`src/eds_map.svh`:
```
// Register map, field positions, reset values and timing counts of the dialer sequencer
//
// Summary of operation
// - Command mode disabled: nothing more is queued; a byte already offered still goes out.
// - Attention mode: built-in prefix, indication and escape are used with the stored phone number.
// - User mode: stored prefix, indication, escape and guard delay are used.
// - A disabled port forces the command mode to have no effect.
// - Carrier loss ends the connection; the modem must not force carrier on.
// - Dialing sends the connect prefix, then the stored phone number.
// - Connect prefix holds at most 20 ASCII characters.
// - Empty prefix: the phone number goes out with nothing ahead of it.
// - Case-sensitive match of the indication (max 20 chars) in receive data.
// - No indication within one minute of dialing abandons the attempt.
// - Empty indication: no search, a carrier-detect rise marks the connection.
// - Escape sequence (max 20 chars) goes out before a disconnect.
// - Empty escape sequence: no escape characters are sent.
// - Clearing prefix, indication or escape sets its length to zero.
// - Prefix, indication and escape are locked unless port enabled and user mode selected; the phone number needs port enabled only.
// - Only one port per carrier may take the ASCII alarm use.
// - Port stays silent for the guard delay before and after the escape.
`ifndef EDS_MAP_SVH
`define EDS_MAP_SVH

// ----------------------------------------------------------------------
// Register offsets
// ----------------------------------------------------------------------
`define EDS_A_CTRL    8'h00
`define EDS_A_CMD     8'h04
`define EDS_A_STAT    8'h08
`define EDS_A_ISTAT   8'h0c
`define EDS_A_ICLR    8'h10
`define EDS_A_IEN     8'h14
`define EDS_A_STRWR   8'h18
`define EDS_A_STRLEN  8'h1c

// ----------------------------------------------------------------------
// Fields and reset values
// ----------------------------------------------------------------------
`define EDS_CMD_DIAL   0
`define EDS_CMD_HANG   1
`define EDS_CMD_CLR    2
`define EDS_SEL_PFX    2'h0
`define EDS_SEL_IND    2'h1
`define EDS_SEL_ESC    2'h2
`define EDS_SEL_PHN    2'h3
`define EDS_IRQ_CONN   0
`define EDS_IRQ_TMO    1
`define EDS_IRQ_LOST   2
`define EDS_IRQ_DONE   3
`define EDS_CTRL_RST   7'h00
`define EDS_STR_MAX    20

// ----------------------------------------------------------------------
// Timing
// ----------------------------------------------------------------------
`define EDS_CLK_HZ          50000000
`define EDS_TICK_US         1000
`define EDS_TICK_CYC        (`EDS_CLK_HZ / 1000000 * `EDS_TICK_US)
`define EDS_CONN_TMO_MS     60000
`define EDS_GUARD_STEP_MS   200
`define EDS_GUARD_MAX       3'h5

`endif

```
`src/eds_pkg.sv`:
```
// Types shared by the dialer sequencer modules
package eds_pkg;

  typedef enum logic [1:0] {
    EDS_MODE_DIS,
    EDS_MODE_AT,
    EDS_MODE_USER
  } eds_mode_t;

  typedef enum logic [2:0] {
    EDS_IDLE,
    EDS_PREFIX,
    EDS_PHONE,
    EDS_WAIT,
    EDS_ONLINE,
    EDS_GUARD1,
    EDS_ESCAPE,
    EDS_GUARD2
  } eds_state_t;

  typedef struct packed {
    logic       ascii_use;
    logic [2:0] guard;
    eds_mode_t  mode;
    logic       port_en;
  } eds_ctrl_t;

  typedef struct packed {
    logic       valid;
    logic [7:0] data;
  } eds_byte_t;

endpackage : eds_pkg

```
`src/eds_tick.sv`:
```
// Divider that gives a one-cycle pulse every millisecond
`timescale 1ns/100ps
module eds_tick #(
  parameter int CYC = 50000
) (
  // Clock and reset
  input  wire logic clk,
  input  wire logic reset,
  // Tick
  output logic      tick
);

  localparam int W = $clog2(CYC);
  localparam logic [W-1:0] LAST = W'(CYC - 1);

  logic [W-1:0] cnt_ff;
  logic         tick_ff;

  assign tick = tick_ff;

  always_ff @(posedge clk) begin
    if (reset) begin
      cnt_ff  <= '0;
      tick_ff <= 1'b0;
    end else begin
      cnt_ff  <= (cnt_ff == LAST) ? '0 : cnt_ff + 1'b1;
      tick_ff <= (cnt_ff == LAST);
    end
  end

endmodule : eds_tick

```
`src/eds_strbuf.sv`:
```
// Appendable ASCII string store with two read ports
`timescale 1ns/100ps
module eds_strbuf #(
  parameter int DEPTH = 20
) (
  // Clock and reset
  input  wire logic       clk,
  input  wire logic       reset,
  // Edit
  input  wire logic       wr,
  input  wire logic [7:0] wr_char,
  input  wire logic       clr,
  // Read
  input  wire logic [4:0] rd_idx,
  output logic      [7:0] rd_char,
  output logic      [7:0] first_char,
  output logic      [4:0] len
);

  logic [7:0] mem_ff [DEPTH];
  logic [4:0] len_ff;
  wire        room = (len_ff < 5'(DEPTH));

  assign len        = len_ff;
  assign rd_char    = (rd_idx < 5'(DEPTH)) ? mem_ff[rd_idx] : 8'h00;
  assign first_char = mem_ff[0];

  always_ff @(posedge clk) begin
    if (reset || clr) begin
      len_ff <= 5'h00;
    end else if (wr && room) begin
      len_ff <= len_ff + 5'h01;
    end
  end

  always_ff @(posedge clk) begin
    if (wr && room && !clr) begin
      mem_ff[len_ff] <= wr_char;
    end
  end

endmodule : eds_strbuf

```
`src/eds_dialer.sv`:
```
// Dial, connect-detect and escape sequencer for an external modem, with APB registers
//
// Added by the designer: the APB interface to the registers and the register addresses.
`timescale 1ns/100ps
`include "eds_map.svh"
module eds_dialer import eds_pkg::*; #(
  parameter int TICK_CYC = `EDS_TICK_CYC,
  parameter int TMO_MS   = `EDS_CONN_TMO_MS
) (
  // Clock and reset
  input  wire logic        clk,
  input  wire logic        reset,
  // APB slave
  input  wire logic        psel,
  input  wire logic        penable,
  input  wire logic        pwrite,
  input  wire logic [7:0]  paddr,
  input  wire logic [31:0] pwdata,
  output logic      [31:0] prdata,
  output logic             pready,
  output logic             pslverr,
  // Port transmit stream
  output logic      [7:0]  tx_data,
  output logic             tx_valid,
  input  wire logic        tx_ready,
  // Port receive stream
  input  wire logic [7:0]  rx_data,
  input  wire logic        rx_valid,
  // Modem leads and carrier
  input  wire logic        carrier_detect,
  input  wire logic        ascii_taken,
  output logic             ascii_active,
  // Interrupt
  output logic             irq
);

  // ----------------------------------------------------------------------
  // Registers
  // ----------------------------------------------------------------------
  eds_ctrl_t  ctrl_ff;
  eds_state_t state_ff, nxt_state;
  logic [4:0] idx_ff, nxt_idx;
  logic [4:0] match_ff, nxt_match;
  logic [15:0] tcnt_ff, nxt_tcnt;
  eds_byte_t  tx_ff, nxt_tx;
  logic       cd_ff;
  logic [3:0] ists_ff, ien_ff;
  logic [3:0] ev;
  logic [31:0] prdata_ff;
  logic       pready_ff, irq_ff, ascii_ff;

  // ----------------------------------------------------------------------
  // APB decode
  // ----------------------------------------------------------------------
  wire acc     = psel && penable && pready_ff;
  wire wr      = acc && pwrite;
  wire wr_ctrl = wr && (paddr == `EDS_A_CTRL);
  wire wr_cmd  = wr && (paddr == `EDS_A_CMD);
  wire wr_iclr = wr && (paddr == `EDS_A_ICLR);
  wire wr_ien  = wr && (paddr == `EDS_A_IEN);
  wire wr_str  = wr && (paddr == `EDS_A_STRWR);

  // Effective mode: a disabled port leaves nothing active
  wire eds_mode_t mode = ctrl_ff.port_en ? ctrl_ff.mode : EDS_MODE_DIS;
  wire mode_at   = (mode == EDS_MODE_AT);
  wire mode_user = (mode == EDS_MODE_USER);
  wire str_open  = mode_user;

  wire [1:0] str_sel = pwdata[9:8];
  wire [3:0] str_wr, str_clr;

  genvar g;
  for (g = 0; g < 4; g++) begin : g_edit
    localparam logic [1:0] S = 2'(g);
    wire phone = (S == `EDS_SEL_PHN);
    assign str_wr[g]  = wr_str && (str_sel == S) && (phone ? ctrl_ff.port_en : str_open);
    assign str_clr[g] = wr_cmd && pwdata[`EDS_CMD_CLR + g]
                        && (phone ? ctrl_ff.port_en : str_open);
  end

  wire cmd_dial = wr_cmd && pwdata[`EDS_CMD_DIAL];
  wire cmd_hang = wr_cmd && pwdata[`EDS_CMD_HANG];

  // ----------------------------------------------------------------------
  // String stores
  // ----------------------------------------------------------------------
  logic [7:0] pfx_c, ind_c, esc_c, phn_c, ind_first;
  logic [4:0] pfx_len, ind_len, esc_len, phn_len;

  eds_strbuf #(.DEPTH(`EDS_STR_MAX)) u_pfx (
    .clk(clk), .reset(reset), .wr(str_wr[0]), .wr_char(pwdata[7:0]), .clr(str_clr[0]),
    .rd_idx(idx_ff), .rd_char(pfx_c), .first_char(), .len(pfx_len));
  eds_strbuf #(.DEPTH(`EDS_STR_MAX)) u_ind (
    .clk(clk), .reset(reset), .wr(str_wr[1]), .wr_char(pwdata[7:0]), .clr(str_clr[1]),
    .rd_idx(match_ff), .rd_char(ind_c), .first_char(ind_first), .len(ind_len));
  eds_strbuf #(.DEPTH(`EDS_STR_MAX)) u_esc (
    .clk(clk), .reset(reset), .wr(str_wr[2]), .wr_char(pwdata[7:0]), .clr(str_clr[2]),
    .rd_idx(idx_ff), .rd_char(esc_c), .first_char(), .len(esc_len));
  eds_strbuf #(.DEPTH(`EDS_STR_MAX)) u_phn (
    .clk(clk), .reset(reset), .wr(str_wr[3]), .wr_char(pwdata[7:0]), .clr(str_clr[3]),
    .rd_idx(idx_ff), .rd_char(phn_c), .first_char(), .len(phn_len));

  // ----------------------------------------------------------------------
  // Built-in attention strings
  // ----------------------------------------------------------------------
  function automatic logic [7:0] at_char(input logic [1:0] sel, input logic [4:0] i);
    logic [7:0] c;
    c = 8'h00;
    case (sel)
      `EDS_SEL_PFX: c = (i == 5'h0) ? 8'h41 : ((i == 5'h2) ? 8'h44 : 8'h54);
      `EDS_SEL_IND: begin
        case (i)
          5'h0:    c = 8'h43;
          5'h1:    c = 8'h4f;
          5'h2:    c = 8'h4e;
          5'h3:    c = 8'h4e;
          5'h4:    c = 8'h45;
          5'h5:    c = 8'h43;
          default: c = 8'h54;
        endcase
      end
      `EDS_SEL_ESC: c = 8'h2b;
      default:      c = 8'h00;
    endcase
    return c;
  endfunction : at_char

  function automatic logic [4:0] at_len(input logic [1:0] sel);
    return (sel == `EDS_SEL_PFX) ? 5'h4 : (sel == `EDS_SEL_IND) ? 5'h7 : 5'h3;
  endfunction : at_len

  // Character and length of the string being sent or matched
  wire [4:0] cur_pfx_len = mode_at ? at_len(`EDS_SEL_PFX) : pfx_len;
  wire [4:0] cur_esc_len = mode_at ? at_len(`EDS_SEL_ESC) : esc_len;
  wire [4:0] cur_ind_len = mode_at ? at_len(`EDS_SEL_IND) : ind_len;
  wire [7:0] cur_pfx_c   = mode_at ? at_char(`EDS_SEL_PFX, idx_ff) : pfx_c;
  wire [7:0] cur_esc_c   = mode_at ? at_char(`EDS_SEL_ESC, idx_ff) : esc_c;
  wire [7:0] cur_ind_c   = mode_at ? at_char(`EDS_SEL_IND, match_ff) : ind_c;
  wire [7:0] cur_ind_0   = mode_at ? at_char(`EDS_SEL_IND, 5'h0) : ind_first;

  // ----------------------------------------------------------------------
  // Timing
  // ----------------------------------------------------------------------
  logic tick;

  eds_tick #(.CYC(TICK_CYC)) u_tick (
    .clk(clk), .reset(reset), .tick(tick));

  wire [15:0] guard_ms = 16'(ctrl_ff.guard) * 16'(`EDS_GUARD_STEP_MS);
  wire [15:0] tmo_ms   = 16'(TMO_MS);
  wire        tx_idle  = !tx_ff.valid;
  wire        guard_ok = (tcnt_ff >= guard_ms);
  wire        cd_rise  = carrier_detect && !cd_ff;

  // Matcher: restart on mismatch, rechecking the same character
  wire        rx_hit   = (rx_data == cur_ind_c);
  wire        rx_first = (rx_data == cur_ind_0);
  wire [4:0]  m_step   = rx_hit ? match_ff + 5'h1 : (rx_first ? 5'h1 : 5'h0);
  wire        found    = rx_valid && (cur_ind_len != 5'h0) && (m_step == cur_ind_len);

  // ----------------------------------------------------------------------
  // Sequencer
  // ----------------------------------------------------------------------
  always_comb begin
    nxt_state = state_ff;
    nxt_idx   = idx_ff;
    nxt_match = match_ff;
    nxt_tcnt  = tcnt_ff;
    nxt_tx    = tx_ff;
    ev        = 4'h0;
    if (tx_ff.valid && tx_ready) begin
      nxt_tx.valid = 1'b0;
    end
    case (state_ff)
      EDS_IDLE: begin
        nxt_idx = 5'h0;
        if (cmd_dial && mode != EDS_MODE_DIS) begin
          nxt_state = EDS_PREFIX;
          nxt_tcnt  = 16'h0;
        end
      end
      EDS_PREFIX: begin
        if (idx_ff >= cur_pfx_len) begin
          nxt_state = EDS_PHONE;
          nxt_idx   = 5'h0;
        end else if (tx_idle) begin
          nxt_tx  = '{valid: 1'b1, data: cur_pfx_c};
          nxt_idx = idx_ff + 5'h1;
        end
      end
      EDS_PHONE: begin
        if (idx_ff >= phn_len) begin
          nxt_state = EDS_WAIT;
          nxt_match = 5'h0;
        end else if (tx_idle) begin
          nxt_tx  = '{valid: 1'b1, data: phn_c};
          nxt_idx = idx_ff + 5'h1;
        end
      end
      EDS_WAIT: begin
        if (rx_valid && cur_ind_len != 5'h0) begin
          nxt_match = m_step;
        end
        if (tick) begin
          nxt_tcnt = tcnt_ff + 16'h1;
        end
        if ((cur_ind_len == 5'h0) ? cd_rise : found) begin
          nxt_state = EDS_ONLINE;
          ev[`EDS_IRQ_CONN] = 1'b1;
        end else if (tcnt_ff >= tmo_ms || cmd_hang) begin
          nxt_state = EDS_IDLE;
          ev[`EDS_IRQ_TMO] = !cmd_hang;
        end
      end
      EDS_ONLINE: begin
        nxt_tcnt = 16'h0;
        nxt_idx  = 5'h0;
        if (!carrier_detect) begin
          nxt_state = EDS_IDLE;
          ev[`EDS_IRQ_LOST] = 1'b1;
        end else if (cmd_hang) begin
          if (cur_esc_len == 5'h0) begin
            nxt_state = EDS_IDLE;
            ev[`EDS_IRQ_DONE] = 1'b1;
          end else begin
            nxt_state = EDS_GUARD1;
          end
        end
      end
      EDS_GUARD1: begin
        if (!tx_idle) begin
          nxt_tcnt = 16'h0;
        end else if (guard_ok) begin
          nxt_state = EDS_ESCAPE;
        end else if (tick) begin
          nxt_tcnt = tcnt_ff + 16'h1;
        end
      end
      EDS_ESCAPE: begin
        if (idx_ff >= cur_esc_len) begin
          nxt_state = EDS_GUARD2;
          nxt_tcnt  = 16'h0;
        end else if (tx_idle) begin
          nxt_tx  = '{valid: 1'b1, data: cur_esc_c};
          nxt_idx = idx_ff + 5'h1;
        end
      end
      EDS_GUARD2: begin
        if (!tx_idle) begin
          nxt_tcnt = 16'h0;
        end else if (guard_ok) begin
          nxt_state = EDS_IDLE;
          ev[`EDS_IRQ_DONE] = 1'b1;
        end else if (tick) begin
          nxt_tcnt = tcnt_ff + 16'h1;
        end
      end
      default: nxt_state = EDS_IDLE;
    endcase
    // Mode dropped to disabled: stop at once, queue nothing more
    if (mode == EDS_MODE_DIS) begin
      nxt_state    = EDS_IDLE;
      nxt_tx.valid = tx_ff.valid && !tx_ready;
    end
  end

  always_ff @(posedge clk) begin
    if (reset) begin
      state_ff <= EDS_IDLE;
      idx_ff   <= 5'h0;
      match_ff <= 5'h0;
      tcnt_ff  <= 16'h0;
      tx_ff    <= '0;
      cd_ff    <= 1'b0;
    end else begin
      state_ff <= nxt_state;
      idx_ff   <= nxt_idx;
      match_ff <= nxt_match;
      tcnt_ff  <= nxt_tcnt;
      tx_ff    <= nxt_tx;
      cd_ff    <= carrier_detect;
    end
  end

  assign tx_data  = tx_ff.data;
  assign tx_valid = tx_ff.valid;

  // ----------------------------------------------------------------------
  // Control, interrupt and bus registers
  // ----------------------------------------------------------------------
  wire [2:0] wr_guard = (pwdata[5:3] > `EDS_GUARD_MAX) ? `EDS_GUARD_MAX : pwdata[5:3];
  wire       wr_ascii = pwdata[6] && !ascii_taken;

  always_ff @(posedge clk) begin
    if (reset) begin
      ctrl_ff <= `EDS_CTRL_RST;
    end else if (wr_ctrl) begin
      ctrl_ff <= '{ascii_use: wr_ascii, guard: wr_guard,
                   mode: (pwdata[2:1] == 2'h3) ? EDS_MODE_DIS : eds_mode_t'(pwdata[2:1]),
                   port_en: pwdata[0]};
    end
  end

  always_ff @(posedge clk) begin
    if (reset) begin
      ists_ff <= 4'h0;
      ien_ff  <= 4'h0;
      irq_ff  <= 1'b0;
    end else begin
      ists_ff <= (ists_ff & ~(wr_iclr ? pwdata[3:0] : 4'h0)) | ev;
      ien_ff  <= wr_ien ? pwdata[3:0] : ien_ff;
      irq_ff  <= |(nxt_ists_and_en());
    end
  end

  function automatic logic [3:0] nxt_ists_and_en();
    return ((ists_ff & ~(wr_iclr ? pwdata[3:0] : 4'h0)) | ev)
           & (wr_ien ? pwdata[3:0] : ien_ff);
  endfunction : nxt_ists_and_en

  wire [31:0] rd_mux =
    (paddr == `EDS_A_CTRL)   ? 32'(ctrl_ff) :
    (paddr == `EDS_A_STAT)   ? {26'h0, carrier_detect, tx_ff.valid, 1'b0, 3'(state_ff)} :
    (paddr == `EDS_A_ISTAT)  ? {28'h0, ists_ff} :
    (paddr == `EDS_A_IEN)    ? {28'h0, ien_ff} :
    (paddr == `EDS_A_STRLEN) ? {12'h0, phn_len, esc_len, ind_len, pfx_len} :
                               32'h0;

  always_ff @(posedge clk) begin
    if (reset) begin
      pready_ff <= 1'b0;
      prdata_ff <= 32'h0;
      ascii_ff  <= 1'b0;
    end else begin
      pready_ff <= psel && penable && !pready_ff;
      prdata_ff <= (psel && penable && !pready_ff && !pwrite) ? rd_mux : prdata_ff;
      ascii_ff  <= ctrl_ff.port_en && ctrl_ff.ascii_use;
    end
  end

  assign prdata       = prdata_ff;
  assign pready       = pready_ff;
  assign pslverr      = 1'b0;
  assign irq          = irq_ff;
  assign ascii_active = ascii_ff;

endmodule : eds_dialer

```
`config.mk`:
```
export PLATFORM = sky130hd
export DESIGN_NAME = eds_dialer
export DESIGN_NICKNAME = d
export VERILOG_FILES = /design/src/eds_pkg.sv /design/src/eds_tick.sv /design/src/eds_strbuf.sv /design/src/eds_dialer.sv
export VERILOG_INCLUDE_DIRS = /design/src
export SDC_FILE = /design/constraint.sdc
export NUM_CORES = 1
export LEC_CHECK = 0
export ABC_AREA = 1
export BUFFER_PORTS_ARGS = -buffer_cell sky130_fd_sc_hd__buf_2
export CORE_UTILIZATION = 50
export CTS_CLUSTER_SIZE = 40
export DETAILED_ROUTE_END_ITERATION = 10
export PLACE_DENSITY = 0.7
export SYNTH_ARGS = -nofsm -noshare
export SYNTH_HDL_FRONTEND = slang
export SYNTH_HIERARCHICAL = 1
export SYNTH_SLANG_ARGS = --single-unit
```
`constraint.sdc`:
```
create_clock -name clk -period 3.3 [get_ports clk]
set_input_delay 0.99 -clock clk [delete_from_list [all_inputs] [get_ports clk]]
set_output_delay 0.99 -clock clk [all_outputs]
set_load 0.005 [all_outputs]
```
---- Yosys cells after proc, flatten, opt, wreduce, memory -nomap -nowiden ----
Memory sizes are Yosys's and may differ from the RTL's. A register that Yosys moved wholly into a read port is not among the register bits.
Cells that the tools add are included.
storage, ports and cells
  bits of input ports ..................... 57
  bits in writable memories ............... 640
  logic and storage cells ................. 277
  register bits ........................... 126
  output and inout bits ................... 45
  memories ................................ 4
operators by class
  equality and inequality tests ........... 48
  bitwise logic cells ..................... 4
  multiply operators ...................... 1
  add/sub/neg operators ................... 8
  $lt $le $gt $ge ......................... 12
  mux-type cells .......................... 92
  reduce and logical (&&, ||, !) cells .... 85
memories
  memory        words  width  rd ports  clocked after memory_dff  write ports  line              RTL
  u_esc.mem_ff  20     8      1         1                         1            eds_strbuf.sv:20  logic [7:0] mem_ff [DEPTH];
  u_ind.mem_ff  20     8      2         1                         1            eds_strbuf.sv:20
  u_pfx.mem_ff  20     8      1         1                         1            eds_strbuf.sv:20
  u_phn.mem_ff  20     8      1         1                         1            eds_strbuf.sv:20
operator list
  kind                                                        count
  2-to-1 mux 20 bit                                           5
  2-to-1 mux 5 bit                                            20
  2-to-1 mux 16 bit                                           5
  one-hot mux 16 bit (5 select lines)                         1
  2-to-1 mux 8 bit                                            8
  2-to-1 mux 9 bit                                            6
  logical AND 1 bit                                           44
  2-to-1 mux 3 bit                                            14
  one-hot mux 5 bit (4 select lines)                          2
  adder 16 x 1 -> 16 bit (second input constant)              2
  equality test 8 x 5 -> 1 bit (second input constant)        4
  adder 5 x 1 -> 5 bit (second input constant)                6
  < comparator 5 bit (second input constant)                  6
  inequality test 2 bit (second input constant)               15
  one-hot mux 9 bit (3 select lines)                          1
  one-hot mux 3 bit (8 select lines)                          1
  2-to-1 mux 1 bit                                            22
  zero test 5 bit                                             4
  equality test 16 bit (second input constant)                1
  equality test 8 x 4 -> 1 bit (second input constant)        2
  equality test 8 bit                                         2
  greater-or-equal comparator 16 x 11 -> 1 bit                1
  greater-or-equal comparator 16 bit (second input constant)  1
  equality test 5 x 2 -> 1 bit (second input constant)        3
  35 further kinds                                            74

---- Depth between registers and ports, before layout ----
  depth after elaboration ................. 14
  depth in mapped cells ................... 30

---- By module ----
The synthesis kept the hierarchy.
modules (own cells, without submodules)
  module                  cells each  times used  area each (sq um)  seq. area each (sq um)
  eds_strbuf (u_pfx ...)  660         2           7138.1             4904.7
  eds_strbuf (u_esc)      661         1           7176.9             4904.7
  eds_strbuf (u_ind)      659         1           7126.8             4904.7
  eds_dialer              843         1           5510.3             1541.5
  eds_tick                125         1           855.8              340.3

---- Least setup slack after synthesis ----
OpenSTA, ideal clock, no wires.
  kind .................................... input to register
  start ................................... input paddr[7]
  end ..................................... memory u_ind.mem_ff[19][0], enable pin
  arrival time ............................ 2.925 ns
  library setup time ...................... 0.370 ns
  buffers on the path ..................... 0
  required time ........................... 2.930 ns
  slack ................................... 0.005 ns
  cell stages on the path ................. 10
  path through ............................ nor2_1 -> inv_1 -> nor4_2 -> nand3b_1 -> nor3_1 -> o21ai_4 -> inv_2 -> nand2_2 -> or2_4 -> nor2_1
between the ends
  longest elaborated chain between the ends .. 8
  elaborated cells between the ends (all ways) .. 13
  classes of those cells .................. 2 x eq/ne; 2 x mux; 9 x reduce/logical
ends and longest elaborated chain
  what                                           line              RTL
  start: declaration                             eds_dialer.sv:17  input wire logic [7:0] paddr,
  equality test 8 x 5 -> 1 bit (no source line)  n/a
  logical AND 1 bit                              eds_dialer.sv:61  wire wr_str = wr && (paddr == `EDS_A_STRWR);
  logical AND 1 bit (2 in series)                eds_dialer.sv:76  assign str_wr[g] = wr_str && (str_sel == S) && (phone ? ctrl_ff.port_en : str_open);
  net str_wr[1]                                  eds_dialer.sv:70  wire [3:0] str_wr, str_clr;
  logical AND 1 bit (2 in series)                eds_strbuf.sv:37  if (wr && room && !clr) begin
  2-to-1 mux 1 bit                               eds_strbuf.sv:37
  2-to-1 mux 1 bit (implied by the code)         eds_strbuf.sv:38  mem_ff[len_ff] <= wr_char;
  end: declaration                               eds_strbuf.sv:20
The timed path passes the listed nets, and every way through them passes these cells.

---- Final worst setup path ----
  start ................................... register ctrl_ff[4] (netlist name)
  end ..................................... register tcnt_ff[9]
between the ends
  longest elaborated chain between the ends .. 4
ends and longest elaborated chain
  what                                          line               RTL
  start: declaration                            eds_dialer.sv:40   eds_ctrl_t ctrl_ff;
  start signal: assignment                      eds_dialer.sv:296  ctrl_ff <= `EDS_CTRL_RST;
  start signal: assignment                      eds_dialer.sv:298  ctrl_ff <= '{ascii_use: wr_ascii, guard: wr_guard,
  multiplier 3 x 5 -> 8 bit                     eds_dialer.sv:149  wire [15:0] guard_ms = 16'(ctrl_ff.guard) * 16'(`EDS_GUARD_STEP_MS);
  greater-or-equal comparator 16 x 11 -> 1 bit  eds_dialer.sv:152  wire guard_ok = (tcnt_ff >= guard_ms);
  inequality test 3 bit (no source line)        n/a
  AND reduction 4 bit (no source line)          n/a
  end signal: assignment                        eds_dialer.sv:279  tcnt_ff <= nxt_tcnt;
  end: declaration                              eds_dialer.sv:44   logic [15:0] tcnt_ff, nxt_tcnt;
No other way between the ends.
A chain may end at the register's enable or synchronous reset.

==> results.md <==
* Worst hold path endpoint: prdata[8]
* Max-Cap Viols at 0
* Post-layout worst setup margin at 0.177 ns
* Overall global routing resource usage at 24.6%
* Startpoint types: register
* Final Non-Filler Cells at 4803
* Post-Layout Inst Area at 39700 µm²
* Placer Congestion at 0.903
* Die height at 266 µm
* IO Pins at 102
* Clock power share at 44.7%
* Die width at 266 µm
* Leak Pwr at 0.0161 µW
* Worst-case headroom to the max-slew limit at 29.4%
* Clock buffers created by TritonCTS at 80
* Combinational share of power at 1.6%
* Hold Buf Count CTS at 0
* Number of synthesized flops with an enable pin at 640
* Hold wc startpoint: prdata[8]
* Actual transition at the worst max-transition pin at 1.06 ns
* Synthesized-area fraction occupied by xor and xnor cells at 0.576%
* Total buffers and inverters traversed by the critical path at 4
* Syn avg cell area at 9.69 µm²
* Type of the worst setup path: register to register
* Antenna-violating nets left at 0
* Routed vias/inst at 5.31
* Count of cell types in the netlist at 60
* Internal power at 15300 µW
* Worst reg-to-reg path cell count at 18
* Post-Synth Simple-Gate Area at 21.6%
* Cell count after placement at 4653
* Vias in the first global route at 24.3k
* Largest incremental delay on the critical path at 0.34 ns
* Clock tree buffer depth at 3
* Post-route fraction of the period consumed by the critical path at 94.6%
* Switching share of total power at 20.5%
* Critical path capture point type: register
* Number of buffers inserted to repair setup after CTS at 0
* Outcome: finished, final reports clean
* Required time at the worst-slack endpoint at 3.82 ns
* Post-layout utilization of the core at 57.6%
* Multiplexer share of the synthesized area at 0%
* Fill cell count at 5746
* Largest net degree at the start of global routing at 86
* Fin. Hold Viols at 0
* Combinational family with the most area after synthesis: simple AND/OR/NAND/NOR gates
* Starting utilization of the core area at 50.8%
* Commonest non-fill, non-tap cell in the layout: sky130_fd_sc_hd__nand2_1
* Via count at 25.5k
* Clock latency on the worst-skew pair at 0.64 ns
* Power Density at 485 nW/µm²
* Worst clock skew at 0.0264 ns
* Mean routed wirelength per cell at 18.1 µm
* DRC violations left at 0
* Summed negative setup slack over all endpoints at 0 ns
* Biggest fanout along the worst timing path at 11
* Register area share after synthesis at 61.5%
* Arrival time at the worst endpoint at 3.64 ns
* Adder-Cell Fraction of Synth Area at 2.08%
* FFs w/ async S/R, synth at 0%
* I/O Buffers at 66
* Global-route wire length before repair at 134000 µm
* Min cycle time layout at 3.12 ns
* Flop2flop setup slack at 0.18 ns
* Flip-flop cell with the highest count after synthesis: sky130_fd_sc_hd__edfxtp_1
* Antenna violations before repair at 0
* Setup violations, final at 0
* Cell family contributing the most delay on the critical path: adder cells
* Synth Register Bits at 754
* Cell area after placement at 37100 µm²
* Remaining Overflow, GRT at 0
* First-pass iteration count of the detailed router at 5
* Clock transition at the registers of the reported paths at 0.06 ns
* Clock tree from TritonCTS: built
* Peak ir drop on the vdd network at 0.384 mV
* CP max-delay cell: sky130_fd_sc_hd__a2111oi_2
* Half-perimeter wire length after placement at 55900 µm
* Syn Inst Count at 3608
* Cell-by-cell listing of the critical path: inv_1, ha_1, inv_1, ha_1, xnor2_1, ha_1, a21o_1, a2111oi_2, nand3_2, nand3_1, inv_1, nor2_1, buf_6, nand2_1, nor2_2, nand2_1, o21ai_1, a21oi_1
* Die footprint at 71000 µm²
* Ratio of cells with drive above 1 in the final layout at 11.9%
* Area used by multi-input combinational logic at 10600 µm²
* Worst min path class: register to register
* Fmax achieved at 0.320 GHz
* CTS H-Tree Depth at 3
* Source of the worst register-to-register timing path: ctrl_ff[4]
* Number of pins with negative max-slew slack in the final report at 0
* Pre-CTS setup slack at -0.0347 ns
* Top library cells by usage in the layout, fill and taps aside: sky130_fd_sc_hd__nand2_1, sky130_fd_sc_hd__edfxtp_1, sky130_fd_sc_hd__inv_1
* # nets final at 3920
* Core area at 68800 µm²
* Part of the power in registers at 53.7%
* Relative area change from synthesis to final layout at 13.5%
* Total routed wirelength at 87000 µm
* Number of warnings reported in the yosys synthesis log at 6
* Synth Area in Compound Gates at 5.97%
* Reg2Reg Capture Point: tcnt_ff[9]
* Netlist Area Pre-Place at 34900 µm²
* Clock root cell: sky130_fd_sc_hd__clkbuf_16
* Clock Sinks at 754
* Storage element area at 21500 µm²
* Row cnt at 96
* Depth of the worst hold-timing path at 2
* Net switching power at 3950 µW
* Starting DRT DRC Count at 2603
[worst max path at each step]
stage          cells past startpoint             endpoint         from  slack (ns)
2_1_floorplan                     10  u_ind/mem_ff[19][0]     paddr[7]       0.005
3_3_place_gp                      14   u_phn/mem_ff[1][3]     paddr[7]       -0.02
3_5_place_dp                      18           tcnt_ff[9]   ctrl_ff[4]       -0.03
4_1_cts                           18           tcnt_ff[9]   ctrl_ff[4]        0.05
5_1_grt                           26          state_ff[2]  match_ff[0]       -0.02
6_report                          18           tcnt_ff[9]   ctrl_ff[4]        0.18
[repair_timing]
item                       in CTS  in global routing
resized for setup               2                 14
pin swaps                       0                  1
cloned                          0                  1
setup endpoints to repair       1                 23
[cell type report]
cell class,count,share of cell area (%)
flip-flops and latches,754,54.2
multi-input cells,2215,26.8
clock buffers,106,5.37
repair buffers,253,4.92
inverters,501,4.78
well taps,931,2.94
clock inverters,42,0.937
diodes,1,0.00631
[sequential cells by signal, indices dropped and copies added, names as in the netlist, 5 cells and up]
| name | cells |
|---|---|
| ctrl_ff | 7 |
| match_ff | 5 |
| u_phn/len | 5 |
| u_pfx/mem_ff | 160 |
| u_tick/cnt_ff | 16 |
| idx_ff | 5 |
| prdata | 20 |
| u_ind/len | 5 |
| u_pfx/len | 5 |
| tcnt_ff | 16 |
| u_phn/mem_ff | 160 |
| u_ind/mem_ff | 160 |
| u_esc/len | 5 |
| u_esc/mem_ff | 160 |
| tx_data | 8 |
[cells by family after synthesis]
group / after synthesis
flip-flops: 754
AO/OA/AOI/OAI: 361
adder cells (fa/ha/maj): 58
other: 1
AND/OR/NAND/NOR: 1760
XOR/XNOR: 23
buffers and inverters: 651
[through the flow]
step / hold WS (ns) / total power (µW)
after floorplan: 0.430 / 10600
after global placement: 0.446 / 10800
after detailed placement: 0.454 / 10800
after CTS: 0.468 / 19400
after global routing: 0.488 / 19800
final: 0.466 / 19200
[worst reg2reg max path, stage by stage (launching register included)]
cell and delay, ns:
sky130_fd_sc_hd__dfxtp_1 0.32, sky130_fd_sc_hd__inv_1 0.08, sky130_fd_sc_hd__ha_1 0.28, sky130_fd_sc_hd__inv_1 0.04, sky130_fd_sc_hd__ha_1 0.19, sky130_fd_sc_hd__xnor2_1 0.13
sky130_fd_sc_hd__ha_1 0.30, sky130_fd_sc_hd__a21o_1 0.18, sky130_fd_sc_hd__a2111oi_2 0.34, sky130_fd_sc_hd__nand3_2 0.15, sky130_fd_sc_hd__nand3_1 0.10, sky130_fd_sc_hd__inv_1 0.05
sky130_fd_sc_hd__nor2_1 0.15, sky130_fd_sc_hd__buf_6 0.17, sky130_fd_sc_hd__nand2_1 0.10, sky130_fd_sc_hd__nor2_2 0.17, sky130_fd_sc_hd__nand2_1 0.09, sky130_fd_sc_hd__o21ai_1 0.13
sky130_fd_sc_hd__a21oi_1 0.05
[routing by layer]
layer  vias to the layer above  part of all wire, %  global-route usage, %
met5                         -                    0                      0
met4                         0                  2.5                   8.05
li1                      12400                    -                      -
met2                       995                   46                   39.1
met3                       150                  8.6                   4.41
met1                     12000                   43                   34.3
[cell usage after synthesis, types with 7 or more instances]
| master | count | share of area (%) |
|---|---|---|
| sky130_fd_sc_hd__a211oi_1 | 7 | 0.15 |
| sky130_fd_sc_hd__xor2_1 | 18 | 0.45 |
| sky130_fd_sc_hd__nand3_1 | 436 | 6.2 |
| sky130_fd_sc_hd__nand2_2 | 18 | 0.32 |
| sky130_fd_sc_hd__nand4_1 | 27 | 0.48 |
| sky130_fd_sc_hd__dfxtp_1 | 114 | 6.5 |
| sky130_fd_sc_hd__edfxtp_1 | 640 | 55 |
| sky130_fd_sc_hd__o21ai_1 | 30 | 0.43 |
| sky130_fd_sc_hd__nor2_1 | 319 | 3.4 |
| sky130_fd_sc_hd__nand2_4 | 8 | 0.26 |
| sky130_fd_sc_hd__or2_2 | 8 | 0.14 |
| sky130_fd_sc_hd__o211ai_1 | 39 | 0.84 |
| sky130_fd_sc_hd__nand2_1 | 881 | 9.5 |
| sky130_fd_sc_hd__nor3_1 | 25 | 0.36 |
| sky130_fd_sc_hd__ha_1 | 58 | 2.1 |
| sky130_fd_sc_hd__inv_1 | 473 | 5.1 |
| sky130_fd_sc_hd__nor2_2 | 7 | 0.13 |
| sky130_fd_sc_hd__inv_2 | 19 | 0.20 |
| sky130_fd_sc_hd__clkbuf_1 | 18 | 0.19 |
| sky130_fd_sc_hd__buf_1 | 9 | 0.097 |
| sky130_fd_sc_hd__a41oi_1 | 7 | 0.18 |
| sky130_fd_sc_hd__a21oi_1 | 160 | 2.3 |
| sky130_fd_sc_hd__buf_2 | 54 | 0.77 |
| sky130_fd_sc_hd__buf_4 | 43 | 0.92 |
| sky130_fd_sc_hd__o21ai_0 | 87 | 1.2 |
| sky130_fd_sc_hd__buf_6 | 26 | 0.84 |
[power groups by stage]
stage               Clock (µW)  Combinational [µW]  Sequential, µW
floorplan                    0                78.0           10500
global placement             0                 307           10500
detailed placement           0                 315           10500
CTS                       8740                 315           10300
global route              9090                 337           10300
finish                    8590                 310           10300
No activity file was read; power rests on OpenSTA's default activity.
